[src/logic/cmdp_defines.svh]
// Purpose: Register offsets, field positions and reset values for the
//          core memory data path.
// Assumes: Register port carries a 2-bit word index.
// Notes:   Definitions only.
`ifndef CMDP_DEFINES_SVH
`define CMDP_DEFINES_SVH

`define CMDP_ADDR_CTRL 2'h0
`define CMDP_ADDR_STATUS 2'h1
`define CMDP_ADDR_DATA 2'h2

`define CMDP_CTRL_RO_BIT 0
`define CMDP_STAT_PAUSE_BIT 2
`define CMDP_STAT_PFAIL_BIT 3
`define CMDP_STAT_RO_BIT 4

`define CMDP_CTRL_RESET 1'h0
`define CMDP_DATA_RESET 16'h0000
`define CMDP_WORD_ZERO 16'h0000
`define CMDP_BYTE_ZERO 8'h00

`endif

[src/logic/cmdp_pkg.sv]
// Purpose: Types shared by the core memory data path modules.
// Assumes: Nothing beyond one system clock.
// Notes:   Mode codes follow the bus mode-control encoding.
package cmdp_pkg;

   typedef enum logic [1:0] {
      CMDP_MODE_READ = 2'b00,
      CMDP_MODE_READ_PAUSE = 2'b01,
      CMDP_MODE_WRITE_WORD = 2'b10,
      CMDP_MODE_WRITE_BYTE = 2'b11
   } cmdp_mode_t;

   // Phase signals from the external timing generator
   typedef struct packed {
      logic cycle_start;
      logic read_phase;
      logic current_pulse_width;
      logic inhibit_timing_pulse;
      logic sense_strobe;
      logic data_out_window;
   } cmdp_timing_t;

   // Per-transaction enables for the data register
   typedef struct packed {
      logic clear_lo;
      logic clear_hi;
      logic strobe_lo;
      logic strobe_hi;
      logic load_lo;
      logic load_hi;
      logic data_out;
      logic set_pause;
   } cmdp_ctl_t;

endpackage : cmdp_pkg

[src/logic/cmdp_core.sv]
// Purpose: Data register, inhibit selects, stack discharge and current
//          generator gating of a 16-bit core memory slave.
// Assumes: Timing phases arrive synchronous to clk_sys_in.
// Notes:   All outputs registered, so they lag their causes by one cycle.
`include "cmdp_defines.svh"
module cmdp_core (
   input wire logic clk_sys_in,
   input wire logic reset_in,
   input wire logic [1:0] reg_addr_in,
   input wire logic [15:0] reg_wdata_in,
   input wire logic reg_write_in,
   input wire logic reg_read_in,
   output logic [15:0] reg_rdata_out,
   input wire logic [1:0] mode_in,
   input wire logic byte_sel_in,
   input wire logic read_only_jumper_in,
   input wire logic power_fail_in,
   input wire cmdp_pkg::cmdp_timing_t timing_in,
   input wire logic [15:0] sense_in,
   input wire logic [15:0] bus_data_in,
   output logic [15:0] bus_data_out,
   output logic bus_data_oe_out,
   output logic [15:0] inhibit_select_out,
   output logic stack_discharge_out,
   output logic current_drive_out,
   output logic generator_supply_out,
   output logic [1:0] transaction_out
);

   cmdp_pkg::cmdp_mode_t dec_mode;
   cmdp_pkg::cmdp_ctl_t dec_ctl;
   cmdp_pkg::cmdp_mode_t mode_reg, mode_next;
   cmdp_pkg::cmdp_ctl_t ctl_reg, ctl_next;
   logic [15:0] memory_data_register_reg, memory_data_register_next;
   logic pause_reg, pause_next;
   logic soft_ro_reg, soft_ro_next;
   logic [15:0] rdata_reg, rdata_next;
   logic [15:0] inh_reg, inh_next;
   logic [15:0] dout_reg, dout_next;
   logic doe_reg, doe_next;
   logic stack_reg, stack_next;
   logic drive_reg, drive_next;
   logic supply_reg, supply_next;
   logic read_only;

   // Merge one byte: clear, then sense preset, bus load wins last
   function automatic logic [7:0] byte_next(input logic [7:0] cur,
         input logic clr, input logic ld, input logic strb,
         input logic [7:0] sense, input logic [7:0] bus);
      logic [7:0] v;
      v = clr ? `CMDP_BYTE_ZERO : cur;
      v = strb ? (v | sense) : v;
      v = ld ? bus : v;
      return v;
   endfunction : byte_next

   assign read_only = read_only_jumper_in | soft_ro_reg;

   cmdp_decode u_decode (
      .mode_in(mode_in),
      .byte_sel_in(byte_sel_in),
      .read_only_in(read_only),
      .pause_in(pause_reg),
      .mode_out(dec_mode),
      .ctl_out(dec_ctl)
   );

   // Transaction and data register
   always_comb begin
      mode_next = mode_reg;
      ctl_next = ctl_reg;
      pause_next = pause_reg;
      memory_data_register_next = memory_data_register_reg;
      if (timing_in.cycle_start) begin
         mode_next = dec_mode;
         ctl_next = dec_ctl;
         pause_next = dec_ctl.set_pause;
         memory_data_register_next[7:0] = byte_next(
            memory_data_register_reg[7:0], dec_ctl.clear_lo,
            dec_ctl.load_lo, 1'b0, `CMDP_BYTE_ZERO, bus_data_in[7:0]);
         memory_data_register_next[15:8] = byte_next(
            memory_data_register_reg[15:8], dec_ctl.clear_hi,
            dec_ctl.load_hi, 1'b0, `CMDP_BYTE_ZERO, bus_data_in[15:8]);
      end else if (timing_in.sense_strobe) begin
         memory_data_register_next[7:0] = byte_next(
            memory_data_register_reg[7:0], 1'b0, 1'b0,
            ctl_reg.strobe_lo, sense_in[7:0], `CMDP_BYTE_ZERO);
         memory_data_register_next[15:8] = byte_next(
            memory_data_register_reg[15:8], 1'b0, 1'b0,
            ctl_reg.strobe_hi, sense_in[15:8], `CMDP_BYTE_ZERO);
      end
   end

   always_ff @(posedge clk_sys_in) begin
      if (reset_in) begin
         mode_reg <= cmdp_pkg::CMDP_MODE_READ;
         ctl_reg <= '0;
         pause_reg <= 1'b0;
         memory_data_register_reg <= `CMDP_DATA_RESET;
      end else begin
         mode_reg <= mode_next;
         ctl_reg <= ctl_next;
         pause_reg <= pause_next;
         memory_data_register_reg <= memory_data_register_next;
      end
   end

   // Drive-side outputs
   always_comb begin
      // A paused read has no restore, so no inhibit either
      inh_next = (!timing_in.read_phase && timing_in.inhibit_timing_pulse
         && !(pause_reg && mode_reg == cmdp_pkg::CMDP_MODE_READ_PAUSE))
         ? ~memory_data_register_reg : `CMDP_WORD_ZERO;
      stack_next = !timing_in.read_phase
         && timing_in.current_pulse_width;
      // Supply cut is an analogue path too; this covers logic alive
      supply_next = !power_fail_in;
      drive_next = timing_in.current_pulse_width && !power_fail_in;
      doe_next = ctl_reg.data_out && timing_in.data_out_window;
      dout_next = doe_next ? memory_data_register_reg
         : `CMDP_WORD_ZERO;
   end

   always_ff @(posedge clk_sys_in) begin
      if (reset_in) begin
         inh_reg <= `CMDP_WORD_ZERO;
         stack_reg <= 1'b0;
         supply_reg <= 1'b0;
         drive_reg <= 1'b0;
         doe_reg <= 1'b0;
         dout_reg <= `CMDP_WORD_ZERO;
      end else begin
         inh_reg <= inh_next;
         stack_reg <= stack_next;
         supply_reg <= supply_next;
         drive_reg <= drive_next;
         doe_reg <= doe_next;
         dout_reg <= dout_next;
      end
   end

   // Register port
   always_comb begin
      soft_ro_next = soft_ro_reg;
      rdata_next = `CMDP_WORD_ZERO;
      if (reg_write_in && reg_addr_in == `CMDP_ADDR_CTRL) begin
         soft_ro_next = reg_wdata_in[`CMDP_CTRL_RO_BIT];
      end
      if (reg_read_in) begin
         case (reg_addr_in)
            `CMDP_ADDR_CTRL: begin
               rdata_next[`CMDP_CTRL_RO_BIT] = soft_ro_reg;
            end
            `CMDP_ADDR_STATUS: begin
               rdata_next[1:0] = mode_reg;
               rdata_next[`CMDP_STAT_PAUSE_BIT] = pause_reg;
               rdata_next[`CMDP_STAT_PFAIL_BIT] = power_fail_in;
               rdata_next[`CMDP_STAT_RO_BIT] = read_only;
            end
            `CMDP_ADDR_DATA: begin
               rdata_next = memory_data_register_reg;
            end
            default: begin
               rdata_next = `CMDP_WORD_ZERO;
            end
         endcase
      end
   end

   always_ff @(posedge clk_sys_in) begin
      if (reset_in) begin
         soft_ro_reg <= `CMDP_CTRL_RESET;
         rdata_reg <= `CMDP_WORD_ZERO;
      end else begin
         soft_ro_reg <= soft_ro_next;
         rdata_reg <= rdata_next;
      end
   end

   assign reg_rdata_out = rdata_reg;
   assign bus_data_out = dout_reg;
   assign bus_data_oe_out = doe_reg;
   assign inhibit_select_out = inh_reg;
   assign stack_discharge_out = stack_reg;
   assign current_drive_out = drive_reg;
   assign generator_supply_out = supply_reg;
   assign transaction_out = mode_reg;
endmodule : cmdp_core

[src/logic/cmdp_decode.sv]
// Purpose: Decode mode-control bits, byte select and pause state into
//          data register enables.
// Assumes: Inputs stable while the transaction is being started.
// Notes:   Purely combinational.
module cmdp_decode (
   input wire logic [1:0] mode_in,
   input wire logic byte_sel_in,
   input wire logic read_only_in,
   input wire logic pause_in,
   output cmdp_pkg::cmdp_mode_t mode_out,
   output cmdp_pkg::cmdp_ctl_t ctl_out
);

   logic [1:0] gated_mode;

   always_comb begin
      // Protect gate: forced high turns every access into a read
      gated_mode = read_only_in ? 2'h0 : mode_in;
      mode_out = cmdp_pkg::cmdp_mode_t'(gated_mode);
      ctl_out = '0;
      case (mode_out)
         cmdp_pkg::CMDP_MODE_READ: begin
            ctl_out = 8'hF2;
         end
         cmdp_pkg::CMDP_MODE_READ_PAUSE: begin
            ctl_out = 8'hF3;
         end
         cmdp_pkg::CMDP_MODE_WRITE_WORD: begin
            // After a paused read the clear step is skipped as well
            ctl_out.clear_lo = !pause_in;
            ctl_out.clear_hi = !pause_in;
            ctl_out.load_lo = 1'b1;
            ctl_out.load_hi = 1'b1;
         end
         cmdp_pkg::CMDP_MODE_WRITE_BYTE: begin
            // Non-selected byte is cleared and re-sensed for restore,
            // unless a paused read already holds it: its cores are empty
            ctl_out.load_hi = byte_sel_in;
            ctl_out.load_lo = !byte_sel_in;
            ctl_out.clear_lo = byte_sel_in && !pause_in;
            ctl_out.strobe_lo = byte_sel_in && !pause_in;
            ctl_out.clear_hi = !byte_sel_in && !pause_in;
            ctl_out.strobe_hi = !byte_sel_in && !pause_in;
         end
         default: begin
            ctl_out = '0;
         end
      endcase
   end

endmodule : cmdp_decode

[config.mk]
export PLATFORM = sky130hd
export DESIGN_NAME = cmdp_core
export DESIGN_NICKNAME = d
export VERILOG_FILES = /design/src/logic/cmdp_pkg.sv /design/src/logic/cmdp_core.sv /design/src/logic/cmdp_decode.sv
export VERILOG_INCLUDE_DIRS = /design/src /design/src/logic
export SDC_FILE = /design/constraint.sdc
export NUM_CORES = 1
export LEC_CHECK = 0
export ABC_AREA = 1
export BUFFER_PORTS_ARGS = -buffer_cell sky130_fd_sc_hd__buf_2
export CAP_MARGIN = 30
export CORE_ASPECT_RATIO = 0.5
export CORE_MARGIN = 3
export CORE_UTILIZATION = 47
export DETAILED_ROUTE_END_ITERATION = 10
export GPL_TIMING_DRIVEN = 0
export PLACE_DENSITY_LB_ADDON = 0.05
export SYNTH_ARGS = -nofsm -noshare
export SYNTH_HDL_FRONTEND = slang
export SYNTH_SLANG_ARGS = --single-unit
export TNS_END_PERCENT = 5
[constraint.sdc]
create_clock -name clk_sys_in -period 1.8 [get_ports clk_sys_in]
set_clock_uncertainty 0.15 [all_clocks]
set_input_delay 0.36 -clock clk_sys_in [delete_from_list [all_inputs] [get_ports clk_sys_in]]
set_output_delay 0.36 -clock clk_sys_in [all_outputs]
set_load 0.02 [all_outputs]
==> After elaboration in Yosys (flattened, before gate mapping) <==
Index checks and enable logic that the tools add are counted.
{ "word_totals": {"regBits": 75} }
{ "classes": {"eq_ne": 8, "n_mux": 15, "bitwise_logic": 8, "reduce_logical": 26} }
{ "op_table": {"columns": ["operator", "count"], "rows": [
  ["8-bit two-way mux", 6],
  ["16-bit two-way mux", 2],
  ["16-bit NOT", 1],
  ["8-bit OR", 2],
  ["2-bit case mux with 3 select lines", 2],
  ["1-bit logical AND", 9],
  ["2-bit case mux with 2 select lines", 2],
  ["4-bit case mux with 2 select lines", 1],
  ["2-bit OR reduction", 4],
  ["2-bit by 1-bit equality test with 1-bit output (second input constant)", 3],
  ["2-bit equality test (second input constant)", 3],
  ["3-bit by 1-bit inequality test with 1-bit output (second input constant)", 2],
  ["3-bit AND reduction", 2],
  ["2-bit nonzero test", 3],
  ["1-bit zero test", 5],
  ["2-bit zero test", 2],
  ["1-bit NOT", 4],
  ["1-bit case mux with 3 select lines", 1],
  ["3-bit OR reduction", 1],
  ["2-bit two-way mux", 1],
  ["1-bit OR", 1]
]} }

==> Longest topological paths before layout <==
Gate-level depths: netlist (run 1).
{ "depth": {"word_depth": 8, "mapped_depth": 10, "ltp_nobuf": 9} }

==> By module <==
From an unflattened synthesis (run 1), not the netlist that was laid out.
{ "hier_totals": {"cells_unflattened": 334, "hier_area_um2": 2879.0} }
{ "modules_own_cells": {"columns": ["mod", "instances", "cells_per_inst", "area_each_um2", "seq_area_each_um2"], "rows": [
  ["cmdp_core", 1, 313, 2775.2, 1501.4],
  ["cmdp_decode", 1, 21, 103.8, 0.0]
]} }

==> Worst setup path after synthesis (run 1) <==
No wires, ideal clock.
{ "synth_path": {"path_kind": "register to register", "from": "register mode_reg[0] (netlist: transaction_out[0])", "to": "register inh_reg[10] (netlist: inhibit_select_out[10])", "t_arrival_ns": 1.142, "slack_ns": 0.392, "stages_incl_launch_ff": 5, "n_path_buf": 1, "path_cell_list": "dfxtp_1 > inv_1 > o311ai_4 > buf_2 > nor2_1"} }
{ "synth_via": {"elab_chain_cells": 6} }
{ "synth_rtl": {"columns": ["item", "line", "rtl"], "rows": [
  ["start: declaration", "cmdp_core.sv:32", "cmdp_pkg::cmdp_mode_t mode_reg, mode_next;"],
  ["start signal: assignment", "cmdp_core.sv:96", "mode_reg <= cmdp_pkg::CMDP_MODE_READ;"],
  ["start signal: assignment", "cmdp_core.sv:101", "mode_reg <= mode_next;"],
  ["2-bit by 1-bit equality test with 1-bit output", "cmdp_core.sv:112", "&& !(pause_reg && mode_reg == cmdp_pkg::CMDP_MODE_READ_PAUSE))"],
  ["1-bit logical AND", "cmdp_core.sv:112", null],
  ["1-bit zero test", "cmdp_core.sv:112", null],
  ["1-bit logical AND", "cmdp_core.sv:112", null],
  ["1-bit NOT (no source line)", null, null],
  ["2-bit OR reduction (no source line)", null, null],
  ["end signal: assignment", "cmdp_core.sv:126", "inh_reg <= `CMDP_WORD_ZERO;"],
  ["end signal: assignment", "cmdp_core.sv:133", "inh_reg <= inh_next;"],
  ["end: declaration", "cmdp_core.sv:38", "logic [15:0] inh_reg, inh_next;"]
]} }
Every way passes these cells.
A chain may end at the register's enable or synchronous reset.

==> Worst setup path in the final report (run 1) <==
{ "layout_path": {"from": "register pause_reg", "to": "register inh_reg[14] (netlist: inhibit_select_out[14])"} }
{ "layout_via": {"elab_chain_cells": 5} }
{ "layout_rtl": {"columns": ["item", "line", "rtl"], "rows": [
  ["start: declaration", "cmdp_core.sv:35", "logic pause_reg, pause_next;"],
  ["start signal: assignment", "cmdp_core.sv:103", "pause_reg <= pause_next;"],
  ["1-bit logical AND", "cmdp_core.sv:112", null],
  ["1-bit zero test", "cmdp_core.sv:112", null],
  ["1-bit logical AND", "cmdp_core.sv:112", null],
  ["1-bit NOT (no source line)", null, null],
  ["2-bit OR reduction (no source line)", null, null]
]} }
Every way passes these cells.

==> results of run 1 <==
==> report_power, final <==
group / switching, mW / total [mW] / internal [mW] / leakage [nW]
logic: 0.262 / 0.417 / 0.155 / 1.10
clock network: 0.678 / 1.78 / 1.11 / 0.137
registers: 0.0441 / 1.78 / 1.73 / 0.613
==> routing by layer <==
layer	GRT usage, %	up-vias	routed length [um]
li1	-	1270	-
met1	26.3	1142	3130
met2	36.4	91	3260
met3	10.0	2	701
met4	5.65	0	15
met5	0	-	0
==> worst max-delay path, cell delays in order (launching register included) <==
cell and delay, ps:
dfxtp_1 400, inv_1 120, o311ai_4 460, buf_2 330
nor2_1 70
==> logic make-up after synthesis <==
group,after synthesis,synth area share (%)
buffers and inverters,45,7.53
adder cells (fa/ha/maj),4,1.84
AO/OA/AOI/OAI,48,10.4
flip-flops,75,55.1
AND/OR/NAND/NOR,167,25.1
==> path summary, 6_finish.rpt <==
| kind | slack (ps) | depth (start not counted) | from | endpoint |
|---|---|---|---|---|
| max | 140 | 4 | pause_reg$_SDFFE_PP0P_ | inhibit_select_out[14]$_SDFF_PP0_ |
| max reg2reg | 140 | 4 | pause_reg$_SDFFE_PP0P_ | inhibit_select_out[14]$_SDFF_PP0_ |
| min reg2reg | 280 | 1 | memory_data_register_reg[10]$_SDFFE_PP0P_ | inhibit_select_out[10]$_SDFF_PP0_ |
| min | 70 | 2 | timing_in[4] | stack_discharge_out$_SDFF_PP0_ |
==> cells in the final DEF, fill, tap and decap left out <==
master	instances
clkbuf_1	3
o211a_1	1
o21ai_1	1
bufinv_16	1
buf_2	107
clkinv_2	1
o21ai_0	33
o21ai_4	1
nor2_4	2
a21oi_1	9
nand3_1	5
o311ai_4	1
buf_8	1
buf_6	2
or2_2	1
o21ai_2	1
inv_2	2
nand2_4	2
clkbuf_8	1
clkinvlp_4	4
a22oi_1	1
clkbuf_16	9
buf_4	1
nand2_2	3
nand3b_1	1
nor3_1	2
ha_1	4
nand2_1	68
inv_1	31
nand3_2	1
dfxtp_1	75
nor2_1	82
==> through the flow <==
| stage | setup WS [ps] | cell area, sq um | hold slack [ps] | utilization (%) | std cells |
|---|---|---|---|---|---|
| 3_5_place_dp | 44.9 | 3320 | 273 | 63.4 | 511 |
| 2_1_floorplan | 392 | 2730 | 259 | - | 339 |
| 3_3_place_gp | 72.8 | 3320 | 270 | 63.4 | 511 |
| 5_1_grt | 59.2 | 3630 | 72.6 | 69.1 | 527 |
| 6_report | 141 | 3630 | 73.4 | 69.1 | 527 |
| 4_1_cts | 155 | 3630 | 60.1 | 69.1 | 527 |
==> final cells by class <==
class	instances	area [sq um]
Fill cell	465	1620
Sequential cell	75	1500
Multi-Input combinational cell	219	1020
Timing Repair Buffer	102	510
Clock buffer	10	239
Inverter	33	124
Tap cell	70	87.6
Buffer	12	81.3
Clock inverter	6	65.1
==> results.cfg, run 1 <==
[die]
dieWidth_um = 114
rows = 18
ios = 119
die_area_sq_um = 6810
floorplan.initialDensity_pct = 52.0
die_h_um = 59.9
coreArea_sq_um = 5250

[power_and_ir_drop]
fin_total_pwr_mw = 3.98
ir_worst_vdd_mv = 0.837
power.leakage_nw = 1.85
powerDensity_nw_per_um2 = 1100

[sta]
fin_crit_ps = 1660
slew_headroom_pct = 65.1
setup_viol = 0
period_share_pct = 92.2
maxSlewViolCount = 0
tightest_slew_ps = 524
hold_violations = 0
timing.fmax_ghz = 0.603
rsz0062_at_grt = false
setup_tns_ps = 0

[clock_tree]
cts_resized = 0
numCtsBuffers = 9
cts_sinks = 75
cts_root_buffer = clkbuf_16
cts_tree = done
postCtsSetupRepairBufs = 0
htree_levels = 3
cts-hold-fix-buffers = 0
clk_path_buf_depth = 2
clk_pin_slew_ps = 60
clock_latency_ps = 330

[logic_synthesis]
avgSynthCellArea_sq_um = 8.04
synth_area_sq_um = 2730
synth.most_common_cell = nor2_1
synthArstFlopShare_pct = 0
ys_ff_latch = 75
synthesis.nets = 408
yosysUniqueCellTypes = 27
ys.warnings.count = 0
ys.flop_type = dfxtp_1
synth_common_cells = nor2_1 (82), dfxtp_1 (75), nand2_1 (68)
syn_inst = 339
netlist_top_cells_area = dfxtp_1 (55%), nor2_1 (11%), nand2_1 (9.4%)
synth_edf_count = 0
seq_area_frac_synth_pct = 55.1
synth_top_area_share_pct = 55.1
synth_top_area_cell = dfxtp_1

[route]
wirelength_mm = 7.11
wl_per_cell_um = 13.5
drc = 0
first_iter_violations = 123
vias_per_cell = 4.75
first_pass_iters = 4
vias = 2505
ant_nets = 0

[worst_setup_path]
cp.arrival_ps = 1720
path_class = register to register
crit_path_max_fanout = 10
endpoint_kind = register
startpoint_type = register
required_ps = 1860

[finish]
nets = 521
syn_to_final_growth_pct = 33.1
num_antenna_cells = 0
drive_above_1_share_pct = 30.9

[placement]
port-buffer-count = 102
place_hpwl_mm = 5.16
place_congestion = 0.872

[run_status]
status = completed

[global_routing]
grt_pass1_wl_mm = 11.2
grt_pass1_vias = 2404
grt_start_max_net_pins = 14
gr-total-overflow = 0
antenna_found_initial = 0
grt_usage_pct = 21.9

[job]
drv_cap = 0

[worst_hold_path]
hp-class = input pin to register
No activity file was read; power rests on OpenSTA's default activity.
==> run 2: changes to the inputs <==
--- a/config.mk
+++ b/config.mk
@@ -15,6 +15,7 @@
 export DETAILED_ROUTE_END_ITERATION = 10
 export GPL_TIMING_DRIVEN = 0
 export PLACE_DENSITY_LB_ADDON = 0.05
+export SETUP_SLACK_MARGIN = 0.15
 export SYNTH_ARGS = -nofsm -noshare
 export SYNTH_HDL_FRONTEND = slang
 export SYNTH_SLANG_ARGS = --single-unit
==> results.cfg, run 2 (synthesized netlist as in run 1, its figures left out) <==
[route]
wirelength_mm = 7.12
first_pass_iters = 4
ant_nets = 0
vias_per_cell = 4.82
first_iter_violations = 120
wl_per_cell_um = 13.5
vias = 2539
drc = 0

[power_and_ir_drop]
pwr-share-comb_pct = 10.5
power_frac_seq_pct = 44.6
power_switching_mw = 0.986
powerDensity_nw_per_um2 = 1090
power.share.switching_pct = 24.8
p_clk_share_pct = 44.8
ir_worst_vdd_mv = 0.836
power.internal_mw = 3.00
fin_total_pwr_mw = 3.98
power.leakage_nw = 1.85

[clock_tree]
clk_pin_slew_ps = 60
cts_sinks = 75
cts_root_buffer = clkbuf_16
clock_latency_ps = 330
cts-hold-fix-buffers = 0
cts_tree = done
numCtsBuffers = 9
clk_path_buf_depth = 2
htree_levels = 3
postCtsSetupRepairBufs = 0

[sta]
maxSlewViolCount = 0
slew_headroom_pct = 66.4
timing.fmax_ghz = 0.611
period_share_pct = 91.0
rsz0062_at_grt = true
hold_violations = 0
tightest_slew_ps = 504
setup_viol = 0
setup_tns_ps = 0
fin_crit_ps = 1640

[worst_hold_path]
hp-class = input pin to register

[global_routing]
grt_pass1_wl_mm = 11.2
grt_start_max_net_pins = 14
antenna_found_initial = 0
grt_usage_pct = 21.9
grt_pass1_vias = 2404
gr-total-overflow = 0

[worst_setup_path]
crit_path_max_fanout = 10
required_ps = 1870
r2r_slack_ps = 160
path_class = register to register
crit_chain = inv_1, o311ai_4, clkbuf_4, nor2_1
endpoint_kind = register
cp_num_buf_inv = 2
crit_family = compound AO/OA/AOI/OAI gates
slowest_delay_ps = 460
startpoint_type = register
cpMaxStageDelayCell = o311ai_4
cp.arrival_ps = 1710

[finish]
n_fill_cell = 462
final_common_cell = buf_2
final_area_sq_um = 3640
nets = 521
drive_above_1_share_pct = 31.1
final_cell_mix = buf_2 (106), nor2_1 (81), dfxtp_1 (75), nand2_1 (68), o21ai_0 (33)
multi_input_area_sq_um = 1030
num_antenna_cells = 0
syn_to_final_growth_pct = 33.5
register_area_sq_um = 1500

[die]
floorplan.initialDensity_pct = 52.0
rows = 18
dieWidth_um = 114
die_h_um = 59.9
coreArea_sq_um = 5250
ios = 119
die_area_sq_um = 6810

[placement]
place_hpwl_mm = 5.16
placed_area_sq_um = 3320
port-buffer-count = 102
place_congestion = 0.872

[run_status]
status = completed

[job]
drv_cap = 0
==> run 2: per-layer routing <==
layer / vias up / track usage [%] / part of all wire, %
met5: - / 0 / 0
met4: 0 / 5.65 / 1.1
met3: 11 / 10.0 / 10
met2: 103 / 36.4 / 46
met1: 1153 / 26.3 / 43
li1: 1272 / - / -
==> run 2: timing repair <==
item | 4_1_cts | 5_1_grt
endpoints found under the setup margin | 0 | 18
gates resized for setup | 0 | 3
endpoints found under the hold margin | 0 | 0
==> run 2: worst reg2reg max path, delay by kind of cell (launching register included) <==
family | cells | cell delay [ps]
AND/OR/NAND/NOR | 1 | 60
flip-flops | 1 | 400
AO/OA/AOI/OAI | 1 | 460
buffers and inverters | 2 | 450
==> run 2: worst paths after layout <==
path,start,endpoint,cells past startpoint
hold reg to reg,memory_data_register_reg[10]$_SDFFE_PP0P_,inhibit_select_out[10]$_SDFF_PP0_,1
setup reg to reg,pause_reg$_SDFFE_PP0P_,inhibit_select_out[14]$_SDFF_PP0_,4
hold / removal,timing_in[4],stack_discharge_out$_SDFF_PP0_,2
setup / recovery,pause_reg$_SDFFE_PP0P_,inhibit_select_out[14]$_SDFF_PP0_,4
==> run 2: stage by stage <==
step                      cells  setup WS, ps  hold slack (ps)  util (%)
after floorplan             339           392              259         -
after global placement      511          72.8              270      63.4
after detailed placement    511          44.9              273      63.4
after CTS                   527           155             60.1      69.1
after global routing        527          98.3             72.6      69.3
final                       527           162             72.4      69.3
==> run 2: cell type report <==
type,count,share of cell area (%)
plain buffers,12,2.30
clock buffers,10,6.57
clock inverters,6,1.79
inverters,33,3.40
multi-input cells,219,28.2
flip-flops and latches,75,41.3
well taps,70,2.41
repair buffers,102,14.0
==> run 2: power by group through the flow <==
stage / clock (mW) / combinational (mW) / sequential, mW
6_report: 1.78 / 0.419 / 1.78
5_1_grt: 1.89 / 0.470 / 1.78
4_1_cts: 1.81 / 0.419 / 1.78
3_5_place_dp: 0 / 0.414 / 1.81
3_3_place_gp: 0 / 0.404 / 1.81
2_1_floorplan: 0 / 0.227 / 1.84
